===== config.mk =====
export PLATFORM = sky130hd
export DESIGN_NAME = ctcs_top
export DESIGN_NICKNAME = d
export VERILOG_FILES = /design/src/core/ctcs_pkg.sv /design/src/core/ctcs_top.sv
export SDC_FILE = /design/constraint.sdc
export NUM_CORES = 1
export LEC_CHECK = 0
export ABC_AREA = 1
export BUFFER_PORTS_ARGS = -buffer_cell sky130_fd_sc_hd__buf_4
export CORE_ASPECT_RATIO = 0.9
export CORE_MARGIN = 4
export CORE_UTILIZATION = 51
export DETAILED_ROUTE_END_ITERATION = 7
export GPL_TIMING_DRIVEN = 0
export PLACE_DENSITY = 0.79
export SLEW_MARGIN = 15
export SYNTH_ARGS = -nofsm -noshare
export SYNTH_HDL_FRONTEND = slang
export SYNTH_SLANG_ARGS = --single-unit

===== constraint.sdc =====
create_clock -name pclk -period 1.88 [get_ports pclk]
set_input_delay 0.188 -clock pclk [delete_from_list [all_inputs] [get_ports pclk]]
set_output_delay 0.188 -clock pclk [all_outputs]
set_load 0.02 [all_outputs]

===== src/core/ctcs_pkg.sv =====
// Purpose: Constants, types and register map of the card transfer cycle sequencer.
// Assumes: pclk at 125 MHz; times below are kept in ns and turned into cycle counts.
// Notes: Contract

package ctcs_pkg;

	// Clock period
	localparam int CLK_NS      = 8;
	// Times in ns, figures as given
	localparam int T_DECODE_NS = 9000;
	localparam int T_COND_NS   = 2000;
	localparam int T_COLST_NS  = 16000;
	localparam int T_ASM_NS    = 48000;
	localparam int T_ASM_ROW_NS = 288000;
	localparam int T_DIS_NS    = 192000;
	localparam int T_DIS_ROW_NS = 1152000;
	localparam int T_SCAN_NS   = 1280000;
	localparam int T_TM_TR_NS  = 2560000;
	localparam int T_TM_IMG_NS = 5120000;
	// Cycle counts; decode and condition times round down, the rest round up
	localparam int DECODE_CYC  = T_DECODE_NS / CLK_NS;
	localparam int COND_CYC    = T_COND_NS / CLK_NS;
	localparam int COLST_CYC   = (T_COLST_NS + CLK_NS - 1) / CLK_NS;
	localparam int ASM_CYC     = (T_ASM_NS + CLK_NS - 1) / CLK_NS;
	localparam int ASM_ROW_CYC = (T_ASM_ROW_NS + CLK_NS - 1) / CLK_NS;
	localparam int DIS_CYC     = (T_DIS_NS + CLK_NS - 1) / CLK_NS;
	localparam int DIS_ROW_CYC = (T_DIS_ROW_NS + CLK_NS - 1) / CLK_NS;
	localparam int SCAN_CYC    = (T_SCAN_NS + CLK_NS - 1) / CLK_NS;
	localparam int TM_TR_CYC   = (T_TM_TR_NS + CLK_NS - 1) / CLK_NS;
	localparam int TM_IMG_CYC  = (T_TM_IMG_NS + CLK_NS - 1) / CLK_NS;

	// Words per card by mode
	localparam logic [5:0] WORDS_TR  = 6'd14;
	localparam logic [5:0] WORDS_COL = 6'd27;
	localparam logic [5:0] WORDS_ROW = 6'd36;

	// Register byte addresses
	localparam logic [11:0] REG_FUNC   = 12'h000;
	localparam logic [11:0] REG_STATUS = 12'h004;
	localparam logic [11:0] REG_CTRL   = 12'h008;

	// Function codes in FUNC[2:0]; FUNC[3] interrupt, FUNC[5:4] mode
	localparam logic [2:0] FN_FILL   = 3'h1;
	localparam logic [2:0] FN_NOTRIP = 3'h2;
	localparam logic [2:0] FN_TRIP   = 3'h3;
	localparam logic [2:0] FN_COND   = 3'h4;
	localparam logic [2:0] FN_PUNCH  = 3'h5;

	// Status codes
	localparam logic [2:0] SC_NONE     = 3'h0;
	localparam logic [2:0] SC_IMPROPER = 3'h1;
	localparam logic [2:0] SC_COND     = 3'h2;
	localparam logic [2:0] SC_IN_DONE  = 3'h3;
	localparam logic [2:0] SC_OUT_DONE = 3'h4;

	// Output transfer areas after clear; areas skipped after a recovered error
	localparam logic [1:0] AREAS_ALL  = 2'd3;
	localparam logic [1:0] SKIP_RECOV = 2'd2;

	// Card modes
	typedef enum logic [1:0] {
		CTCS_TRANSLATE  = 2'd0,
		COLUMN_IMAGE_MODE = 2'd1,
		ROW_IMAGE_MODE  = 2'd2
	} ctcs_mode_t;

	// Sequencer states, one-hot
	typedef enum logic [8:0] {
		S_IDLE     = 9'b0_0000_0001,
		S_DECODE   = 9'b0_0000_0010,
		S_IN_WAIT  = 9'b0_0000_0100,
		S_IN_ASM   = 9'b0_0000_1000,
		S_IN_REQ   = 9'b0_0001_0000,
		S_CP_COND  = 9'b0_0010_0000,
		S_OUT_WAIT = 9'b0_0100_0000,
		S_OUT_REQ  = 9'b0_1000_0000,
		S_OUT_DIS  = 9'b1_0000_0000
	} ctcs_st_t;

	// Mechanism status toward the sequencer
	typedef struct packed {
		logic in_area_full;  // An input transfer area holds a card
		logic sense_empty;   // Input sense area holds nothing
		logic read_active;   // Read portion of feed/read running
		logic fr_pending;    // Feed/read or move still owed
		logic pv_active;     // Punch/verify cycle running
		logic tm_start;      // Translate/move begins (pulse)
		logic col_store;     // Column being stored (pulse)
		logic row_scan;      // Row scan begins (pulse)
		logic pv_done;       // Punch/verify finished (pulse)
		logic pv_err;        // Error seen in that cycle
		logic pv_first;      // It was the first attempt
		logic auto_rec;      // Automatic recovery active
		logic mclr;          // Master clear of subsystem or punch
	} ctcs_mech_t;

	// Whole sequencer state
	typedef struct packed {
		ctcs_st_t    st;
		logic [19:0] cnt;
		logic [19:0] tm_cnt;
		logic [19:0] col_cnt;
		logic [19:0] scan_cnt;
		logic [2:0]  func;
		logic        fintr;
		logic [1:0]  fmode;
		logic        prev_fill;
		logic        fed;
		logic [1:0]  punch_mode;
		logic [1:0]  rd_mode;
		logic [5:0]  word_cnt;
		logic [1:0]  free;
		logic [1:0]  skip;
		logic [2:0]  status;
		logic        irq;
		logic        in_req;
		logic        out_req;
		logic [31:0] in_data;
		logic [31:0] out_data;
		logic        out_we;
		logic        feed_req;
		logic        punch_feed;
		logic [31:0] prdata;
		logic        pslverr;
	} ctcs_state_t;

endpackage


===== src/core/ctcs_top.sv =====
// Purpose: Card transfer cycle sequencer: input and output transfer scheduling.
// Assumes: Mechanism inputs synchronous to pclk; buffer memory answers at once.
// Notes: Functions are issued over APB; words move on the channel ports.
//
// The implementer's own choices: the register addresses and register access over APB.
`timescale 1ns/1ps

module ctcs_top #(
	parameter logic [19:0] ASM_TR_CYC  = 20'(ctcs_pkg::ASM_CYC),
	parameter logic [19:0] ASM_RW_CYC  = 20'(ctcs_pkg::ASM_ROW_CYC),
	parameter logic [19:0] DIS_TR_CYC  = 20'(ctcs_pkg::DIS_CYC),
	parameter logic [19:0] DIS_RW_CYC  = 20'(ctcs_pkg::DIS_ROW_CYC),
	parameter logic [19:0] SCAN_BLK_CYC = 20'(ctcs_pkg::SCAN_CYC),
	parameter logic [19:0] TM_T_CYC    = 20'(ctcs_pkg::TM_TR_CYC),
	parameter logic [19:0] TM_I_CYC    = 20'(ctcs_pkg::TM_IMG_CYC)
) (
	// Clock and reset
	input  wire logic               pclk,
	input  wire logic               presetn,
	// APB slave
	input  wire logic               psel,
	input  wire logic               penable,
	input  wire logic               pwrite,
	input  wire logic [11:0]        paddr,
	input  wire logic [31:0]        pwdata,
	output logic [31:0]             prdata,
	output logic                    pready,
	output logic                    pslverr,
	// Processor channel
	output logic                    input_word_request,
	output logic [31:0]             input_word_data,
	input  wire logic               input_word_ack,
	output logic                    output_word_request,
	input  wire logic               output_word_ack,
	input  wire logic [31:0]        output_word_data,
	output logic                    host_interrupt_line,
	// Mechanism and buffer memory
	input  wire ctcs_pkg::ctcs_mech_t mech,
	input  wire logic [31:0]        in_buf_word,
	output logic [5:0]              buf_word_index,
	output logic [31:0]             out_buf_word,
	output logic                    out_buf_we,
	output logic                    reader_feed,
	output logic                    punch_feed
);
	import ctcs_pkg::*;

	ctcs_state_t q;          // Registered state
	ctcs_state_t d;          // Next state

	// Words per card for a mode
	function automatic logic [5:0] words_of(input logic [1:0] m);
		case (m)
			COLUMN_IMAGE_MODE: words_of = WORDS_COL;
			ROW_IMAGE_MODE:    words_of = WORDS_ROW;
			default:           words_of = WORDS_TR;
		endcase
	endfunction

	// Per-word assembly time, less one for the down count
	function automatic logic [19:0] asm_of(input logic [1:0] m);
		asm_of = (m == ROW_IMAGE_MODE) ? ASM_RW_CYC - 20'd1 : ASM_TR_CYC - 20'd1;
	endfunction

	// Per-word disassembly time, less one
	function automatic logic [19:0] dis_of(input logic [1:0] m);
		dis_of = (m == ROW_IMAGE_MODE) ? DIS_RW_CYC - 20'd1 : DIS_TR_CYC - 20'd1;
	endfunction

	logic        wr_acc;     // APB write in access phase
	logic        rd_setup;   // APB read in setup phase
	logic        tm_busy;    // Translate/move holds the buffer
	logic        col_busy;   // Column store pause
	logic        scan_busy;  // Row scan blocks output area
	logic        alloc;      // Output area taken this cycle
	logic        release_a;  // Output area freed this cycle
	logic        mapped;     // Address hits a register
	logic [5:0]  in_last;    // Last input word index
	logic [5:0]  out_last;   // Last output word index

	assign wr_acc    = psel && penable && pwrite;
	assign rd_setup  = psel && !penable && !pwrite;
	assign tm_busy   = q.tm_cnt != 20'h0_0000;
	assign col_busy  = q.col_cnt != 20'h0_0000;
	assign scan_busy = q.scan_cnt != 20'h0_0000;
	assign mapped    = paddr == REG_FUNC || paddr == REG_STATUS || paddr == REG_CTRL;
	assign in_last   = words_of(q.rd_mode) - 6'd1;
	assign out_last  = words_of(q.punch_mode) - 6'd1;

	// Next-state logic: bus, timers, sequencer, area bookkeeping
	always_comb begin
		d           = q;
		d.feed_req  = 1'b0;
		d.punch_feed = 1'b0;
		d.out_we    = 1'b0;
		alloc       = 1'b0;
		release_a   = 1'b0;

		// Side timers count down on their own
		if (tm_busy) begin
			d.tm_cnt = q.tm_cnt - 20'd1;
		end
		if (col_busy) begin
			d.col_cnt = q.col_cnt - 20'd1;
		end
		if (scan_busy) begin
			d.scan_cnt = q.scan_cnt - 20'd1;
		end
		if (mech.tm_start) begin
			d.tm_cnt = (q.rd_mode == CTCS_TRANSLATE) ? TM_T_CYC : TM_I_CYC;
		end
		if (mech.col_store) begin
			d.col_cnt = 20'(COLST_CYC);
		end
		if (mech.row_scan && mech.pv_active) begin
			d.scan_cnt = SCAN_BLK_CYC;
		end

		// Read data is captured in setup so it leaves a flop
		if (rd_setup) begin
			case (paddr)
				REG_STATUS: d.prdata = {16'h0000, q.skip, q.st != S_IDLE, q.word_cnt,
					q.free, 1'b0, q.irq, q.status};
				REG_CTRL:   d.prdata = {30'h0000_0000, q.rd_mode};
				default:    d.prdata = 32'h0000_0000;
			endcase
		end
		// A FUNC write while the sequencer is busy, or an unknown address, is an error
		if (psel && !penable) begin
			d.pslverr = !mapped || (pwrite && paddr == REG_FUNC && q.st != S_IDLE);
		end

		// Software writes
		if (wr_acc && !q.pslverr) begin
			case (paddr)
				REG_FUNC: begin
					d.func    = pwdata[2:0];
					d.fintr   = pwdata[3];
					d.fmode   = pwdata[5:4];
					d.out_req = 1'b0;
					d.cnt     = 20'(DECODE_CYC - 1);
					d.st      = S_DECODE;
				end
				REG_STATUS: begin
					d.status = SC_NONE;
					d.irq    = 1'b0;
				end
				REG_CTRL: d.rd_mode = pwdata[1:0];
				default: d.status = q.status;
			endcase
		end

		// Sequencer
		case (q.st)
			S_IDLE: begin
				d.word_cnt = 6'd0;
			end
			S_DECODE: begin
				if (q.cnt != 20'h0_0000) begin
					d.cnt = q.cnt - 20'd1;
				end else begin
					d.fed = 1'b0;
					case (q.func)
						FN_FILL: begin
							d.prev_fill = 1'b1;
							d.st        = S_IN_WAIT;
						end
						FN_NOTRIP: begin
							d.fed = 1'b1;
							if (!mech.in_area_full && mech.sense_empty && !mech.read_active
								&& q.prev_fill) begin
								d.status = SC_IMPROPER;
								d.st     = S_IDLE;
							end else begin
								d.st = S_IN_WAIT;
							end
						end
						FN_TRIP: begin
							d.prev_fill = 1'b0;
							d.feed_req  = 1'b1;
							d.st        = S_IDLE;
						end
						FN_COND: begin
							d.cnt = 20'(COND_CYC - 1);
							d.st  = S_CP_COND;
						end
						FN_PUNCH: d.st = S_OUT_WAIT;
						default:  d.st = S_IDLE;
					endcase
				end
			end
			S_IN_WAIT: begin
				if (mech.pv_active || tm_busy) begin
					d.st = S_IN_WAIT;
				end else if (mech.in_area_full) begin
					d.cnt = asm_of(q.rd_mode);
					d.st  = S_IN_ASM;
				end else if (!q.fed) begin
					d.feed_req = 1'b1;
					d.fed      = 1'b1;
				end
			end
			S_IN_ASM: begin
				if (!tm_busy && !col_busy) begin
					if (q.cnt == 20'h0_0000) begin
						d.in_data = in_buf_word;
						d.in_req  = 1'b1;
						d.st      = S_IN_REQ;
					end else begin
						d.cnt = q.cnt - 20'd1;
					end
				end
			end
			S_IN_REQ: begin
				if (input_word_ack) begin
					d.in_req = 1'b0;
					if (q.word_cnt == in_last) begin
						d.status = SC_IN_DONE;
						d.st     = S_IDLE;
					end else begin
						d.word_cnt = q.word_cnt + 6'd1;
						d.cnt      = asm_of(q.rd_mode);
						d.st       = S_IN_ASM;
					end
				end
			end
			S_CP_COND: begin
				if (q.cnt != 20'h0_0000) begin
					d.cnt = q.cnt - 20'd1;
				end else begin
					d.punch_mode = q.fmode;
					d.st         = S_IDLE;
					if (q.fintr) begin
						d.status = SC_COND;
						d.irq    = 1'b1;
					end else begin
						d.out_req = 1'b1;
					end
				end
			end
			S_OUT_WAIT: begin
				if (!mech.fr_pending && !mech.read_active && !tm_busy
					&& q.free != 2'd0) begin
					d.out_req = 1'b1;
					d.st      = S_OUT_REQ;
				end
			end
			S_OUT_REQ: begin
				if (output_word_ack) begin
					d.out_data = output_word_data;
					d.out_req  = 1'b0;
					d.cnt      = dis_of(q.punch_mode);
					d.st       = S_OUT_DIS;
				end
			end
			S_OUT_DIS: begin
				if (!scan_busy) begin
					if (q.cnt != 20'h0_0000) begin
						d.cnt = q.cnt - 20'd1;
					end else begin
						d.out_we = 1'b1;
						if (q.word_cnt == out_last) begin
							alloc        = 1'b1;
							d.punch_feed = 1'b1;
							d.status     = SC_OUT_DONE;
							d.irq        = q.fintr;
							d.st         = S_IDLE;
						end else begin
							d.word_cnt = q.word_cnt + 6'd1;
							d.out_req  = 1'b1;
							d.st       = S_OUT_REQ;
						end
					end
				end
			end
			default: d.st = S_IDLE;
		endcase

		if (mech.pv_done) begin
			if (mech.pv_err && mech.pv_first && mech.auto_rec) begin
				d.skip = SKIP_RECOV;
			end else if (q.skip != 2'd0) begin
				d.skip = q.skip - 2'd1;
			end else begin
				release_a = !mech.pv_err;
			end
		end
		if (mech.mclr) begin
			d.free = AREAS_ALL;
			d.skip = 2'd0;
		end else if (release_a && !alloc && q.free != AREAS_ALL) begin
			d.free = q.free + 2'd1;
		end else if (alloc && !release_a) begin
			d.free = q.free - 2'd1;
		end
	end

	// State register
	always_ff @(posedge pclk or negedge presetn) begin
		if (!presetn) begin
			q       <= '0;
			q.st    <= S_IDLE;
			q.free  <= AREAS_ALL;
		end else begin
			q <= d;
		end
	end

	// Outputs straight from the state; pready tied high, pslverr gated to the access phase
	assign prdata              = q.prdata;
	assign pready              = 1'b1;
	assign pslverr             = psel && penable && q.pslverr;
	assign input_word_request  = q.in_req;
	assign input_word_data     = q.in_data;
	assign output_word_request = q.out_req;
	assign host_interrupt_line = q.irq;
	assign buf_word_index      = q.word_cnt;
	assign out_buf_word        = q.out_data;
	assign out_buf_we          = q.out_we;
	assign reader_feed         = q.feed_req;
	assign punch_feed          = q.punch_feed;
endmodule // ctcs_top


# Word level (Yosys, flattened, before mapping)
# Index checks and enable logic that the tools add are counted.
totals:
  elab_cells: 238
  input_bits: 128
  out_inout_bits: 110
  regBits: 217
classes:
  eq_ne: 34
  n_reduce_logical: 66
  muxes: 101
  bitwise: 1
  add_sub_neg: 10
op_table:
  columns: ["operator", "count"]
  rows:
  - ["2-to-1 mux 20 bit", 13]
  - ["2-to-1 mux 29 bit", 7]
  - ["case mux 20 bit (7 select lines)", 1]
  - ["case mux 9 bit (9 select lines)", 1]
  - ["nonzero test 20 bit", 4]
  - ["subtractor 20 x 1 -> 20 bit (second input constant)", 4]
  - ["2-to-1 mux 9 bit", 6]
  - ["2-to-1 mux 1 bit", 32]
  - ["case mux 16 bit (2 select lines)", 1]
  - ["2-to-1 mux 6 bit", 5]
  - ["2-to-1 mux 4 bit", 7]
  - ["case mux 7 bit (4 select lines)", 1]
  - ["case mux 6 bit (2 select lines)", 2]
  - ["inequality test 2 bit (second input constant)", 11]
  - ["logical AND 1 bit", 21]
  - ["2-to-1 mux 3 bit", 7]
  - ["logical NOT 20 bit", 1]
  - ["2-to-1 mux 18 bit", 1]
  - ["case mux 6 bit (3 select lines)", 1]
  - ["nonzero test 2 bit", 9]
  - ["2-to-1 mux 16 bit", 1]
  - ["2-to-1 mux 2 bit", 7]
  - ["equality test 12 x 3 -> 1 bit (second input constant)", 1]
  - ["equality test 12 x 4 -> 1 bit (second input constant)", 1]
  - ["34 further kinds", 67]

# Longest topological paths before layout
depth:
  word_depth: 13
  mapped_depth: 15
  depth_no_buf: 15

# Worst setup path after synthesis
# Ideal clock, no wire load.
synth_timing:
  kind: "register to register"
  start: "register q[116] (netlist bit)"
  end: "register q[189] (netlist bit)"
  t_arrival_ns: 1.723
  setup_ns: 0.127
  required_time_ns: 1.753
  stages_incl_launch_ff: 14
  slack_ns: 0.029
  path_cell_list: "dfrtp_1 -> inv_1 -> ha_1 -> inv_2 -> nand2_1 -> nand2_1 -> nor2_1 -> nand3_1 -> nand2_2 -> inv_1 -> nand2_1 -> nand3_1 -> a21oi_1 -> nand3_1"
synth_lines:
  columns: ["item", "line_no", "rtl"]
  rows:
  - ["start: declaration", "ctcs_top.sv:48", "ctcs_state_t q;"]

# Worst setup path after layout
layout_timing:
  start: "register q[192] (netlist bit)"
  end: "register q, in the netlist buf_word_index[4]"
layout_via:
  elab_chain_len: 3
layout_rtl:
  columns: ["item", "line_no", "rtl"]
  rows:
  - ["nonzero test 20 bit", "ctcs_top.sv:258", "if (q.cnt != 20'h0_0000) begin"]
  - ["inequality test 2 bit (no source line)", null, null]
  - ["AND reduction 6 bit (no source line)", null, null]
# Every way passes these cells.
# A chain may end at the register's enable or synchronous reset.

==> reports/summary.md <==
The run finished, with violations left. The checks that failed: negative setup slack. For the residual overflow from global routing, the log shows 0. TritonCTS built the clock tree. For this design, the slowest cell found on the critical path is sky130_fd_sc_hd__dfrtp_1. For this design the ratio of total power to cell area is 660.3 nW/um2. The clock arrives with 0.01911 ns of skew. Fraction of synthesis flops using an asynchronous set or reset pin: 100.0%.

Hold timing on the final database bottoms out at a slack of 0.02968 ns. At the end of routability-driven placement, the weighted congestion stood at 0.9690. The clock transition time at the flip-flop clock pins of the worst setup and hold paths came out at 0.09 ns. The fraction of power spent switching nets is 34.04%. The logs give 2.23 ns for the data required time of the worst path and 75.12% for the share of the core filled with cells in the final layout. In this run the worst path has a maximum fanout of 5. The number of enable flip-flop cells after synthesis came out at 0. The highest clock rate came out at 0.4959 GHz. The post-layout worst setup margin was -0.1367 ns; the net load switching power was 4.141 mW. The run gives 39.06% as the sequential area share after synthesis. The tightest min-delay check is of the in2reg type. The critical path's top delay family is simple AND/OR/NAND/NOR gates.

The horizontal extent of the die came out at 175.1 um. Once detailed placement completed, the half-perimeter wirelength came to 28110 um. Setup violations remaining at the end of the flow were counted as 68.

Mean post-synth cell area: 7.404 um2. Initial antenna violation count: 0. Clock latency on the worst-skew pair, taken at its later pin, is 0.46 ns. The wire length of the first global-routing pass was 64330 um; the number of H-tree levels was 4. For the accumulated negative setup slack, the log shows -4.934 ns.

After detailed placement, the design holds a cell count of 2277. The run gives 96 as the pin count of the biggest net entering global routing. The layout has 1746 filler cells. Before antenna repair, the detailed router went through 7 iterations.

The tools report the number of violations reported at the end of detailed-routing iteration 0 as 1389. For the net count reported at finish, the log shows 2303. The cell taking the most area after synthesis is sky130_fd_sc_hd__dfrtp_1.

The most common cell after layout, fill and taps aside is sky130_fd_sc_hd__buf_4. The tool flagged a number of max-cap violations equal to 0. For this run, design rule violations remaining after detail routing come to 0.

Worst stage delay on the critical path: 0.43 ns. In this run the critical register-to-register path is launched from q[192]$_DFF_PN0_. Overall die height: 158.4 um. For this run, the total global-route usage over all layers was measured as 28.79%.

In this run the tightest slew margin relative to its limit is 48.68%. Summing all flip-flop and latch instances after layout gives 5027 um2. In this run the most critical hold path is launched from mech[0]. The ratio of final minimum period to clock period is 107.3%. After detailed routing, the average wire length per cell comes to 17.33 um.

STA puts the critical path data arrival time at 2.37 ns. The core region is 24530 um2. Sequential cells burn 40.0% of the power. Of the total power, the clock network draws 33.8%. From synthesis to final layout, the design area changed by 43.67%. The fraction of layout cells with a size suffix above 1 was 35.78%. The final max-slew violation count came out at 0.

The multi-input combinational cells in the finished layout cover a total of 7017 um2. The standard-cell row count is 54, and the sink count of the clock tree is 200. Once the floorplan was initialized, standard cells occupied 52.29% of the core. The time the final worst path needs with I/O delays and setup is 2.017 ns, and the reported leakage power is 9.639 nW. The total power was 12.16 mW.

Wires add up to 43460 um. Across all layers, the routed design uses 13370 vias. TritonCTS created 17 clock buffers. Timing analysis after detailed placement gives a worst setup slack of -0.8948 ns. The detail route stage leaves a number of antenna-violating nets equal to 0.

No sink is reached through more buffers than the 2 on the longest clock path. The worst setup path is captured at a flip-flop. The finished cells cover 18420 um2. For the combinational share of power, the log shows 26.2%. After synthesis, the cell types taking the most area are sky130_fd_sc_hd__dfrtp_1 (38%), sky130_fd_sc_hd__nand2_1 (13%), sky130_fd_sc_hd__inv_1 (6.7%). The tree is rooted in a sky130_fd_sc_hd__clkbuf_16. Synthesis handed over a netlist of 1732 instances. In this run the cell area measured after placement is 14800 um2.

The synthesized flop and latch total was 200; the hold violation total from the final report was 0. The share of Yosys cell area claimed by the top area cell type was 38.44%. The count of buffers added on input and output ports is 191. The critical path goes through nor2_2, nand2_2, nor2_4, nand3_4, nor2_4, nor2_4, inv_4, nand4_4, buf_8, nand2_1, o21ai_2.

The run gives 8.024 mW as the internal power component. In the routed layout, each cell is associated on average with a via count of 5.332. Number of buffers and inverters on the critical path: 2. Kind of critical path: reg2reg. The tools report the maximum vdd ir drop as 0.6653 mV. The via count of the first global-routing pass is 12700. The top cell types in the final layout, fill and taps aside, are sky130_fd_sc_hd__buf_4 (403), sky130_fd_sc_hd__nand2_1 (401), sky130_fd_sc_hd__inv_1 (209), sky130_fd_sc_hd__dfrtp_1 (182), sky130_fd_sc_hd__nor2_1 (128).

The dominant register cell in the synthesized netlist was sky130_fd_sc_hd__dfrtp_1. For the pin with the worst max-slew slack, the measured transition is 0.7699 ns. The tools report the worst setup path startpoint as q[192]$_DFF_PN0_. The mapped netlist covers 12820 um2. The die covers 27750 um2. For this design the top-level I/O count stands at 238. The dominant cell type by count on the critical path is sky130_fd_sc_hd__nor2_4. For this run, the number of Yosys warnings is 0.

The post-synthesis cell type count was 57. Setup repair after global routing could not meet its margin everywhere. Kind of launch point of the worst setup path: a flip-flop. For the number of cells in the finished layout apart from fillers, the log shows 2508.
==> final cells by class <==
type / count / share of cell area (%)
timing repair buffer: 388 / 17.90
inverter: 246 / 5.202
multi-input combinational: 1170 / 38.08
tap: 336 / 2.282
clock buffer: 17 / 2.309
clock inverter: 15 / 1.229
antenna: 3 / 0.04075
sequential: 200 / 27.29
buffer: 133 / 5.664
==> worst reg2reg max path: cells and delay by family (launching register included) <==
kind | cells | cell delay, ns
AOI/OAI and AO/OA | 1 | 0.05
buffers and inverters | 2 | 0.25
DFF | 1 | 0.43
and+or+nand+nor | 8 | 1.20
==> state kept, by name, indices dropped and copies added, names as in the netlist, 6 cells and up <==
signal	cells
q	109
input_word_data	32
out_buf_word	32
prdata	15
buf_word_index	6
==> cell families (layout without fill, tap and decap cells) <==
kind of cell             after synthesis  count (layout)  share of synthesized area, %
adder cells (fa/ha/maj)               19              19                         1.854
buffers and inverters                379             799                         14.87
other                                  2              21                       0.05856
flip-flops                           200             200                         39.06
AND/OR/NAND/NOR                      908             909                         32.23
AO/OA/AOI/OAI                        161             161                         7.318
multiplexers                          32              32                         2.498
XOR/XNOR                              31              31                         2.117
==> cells in the mapped netlist, types with 14 or more instances <==
master / count
sky130_fd_sc_hd__dfrtp_1: 197
sky130_fd_sc_hd__nor2_1: 184
sky130_fd_sc_hd__inv_1: 229
sky130_fd_sc_hd__ha_1: 19
sky130_fd_sc_hd__nor2_2: 20
sky130_fd_sc_hd__inv_2: 15
sky130_fd_sc_hd__nand2_2: 16
sky130_fd_sc_hd__a21oi_1: 43
sky130_fd_sc_hd__buf_4: 104
sky130_fd_sc_hd__nand2_1: 449
sky130_fd_sc_hd__mux2i_1: 32
sky130_fd_sc_hd__nand3_1: 116
sky130_fd_sc_hd__buf_2: 14
sky130_fd_sc_hd__nor3_1: 33
sky130_fd_sc_hd__nand4_1: 28
sky130_fd_sc_hd__xor2_1: 22
sky130_fd_sc_hd__o21ai_0: 65
==> per-layer routing <==
layer  up-vias  global-route usage, %  part of all wire, %
met5         -                      0                    0
met4         0                  11.44                  4.1
met3       167                  5.532                  8.0
met2       667                  48.95                   49
met1      6316                  36.67                   39
li1       6222                      -                    -
==> worst paths after layout <==
kind                                                 endpoint  slack (ns)  cells past startpoint
worst max-delay path            buf_word_index[4]$_DFFE_PN0P_       -0.14                     11
worst min-delay path                       q[106]$_DFFE_PN0P_        0.03                      3
worst max register to register  buf_word_index[4]$_DFFE_PN0P_       -0.14                     11
worst min register to register          reader_feed$_DFF_PN0_        0.46                      1
max in group asynchronous                  q[116]$_DFFE_PN0P_        0.97                      3
min in group asynchronous        out_buf_word[30]$_DFFE_PN0P_        0.15                      2
==> power by group through the flow <==
stage               combinational, mW  sequential (mW)  clock [mW]
finish                           3.19             4.86        4.12
global route                     3.46             4.89        4.32
CTS                              2.67             4.83        4.15
detailed placement               2.14             4.90           0
global placement                 2.08             4.89           0
floorplan                        1.45             4.83           0
==> repair_timing <==
item | CTS | global route
gates cloned | 2 | 3
buffers inserted | 76 | 46
setup endpoints to repair | 137 | 126
resized for setup | 170 | 177
hold buffers | 70 | 0
pin swaps | 53 | 68
hold endpoints to repair | 266 | 0
No activity file was read; power rests on OpenSTA's default activity.
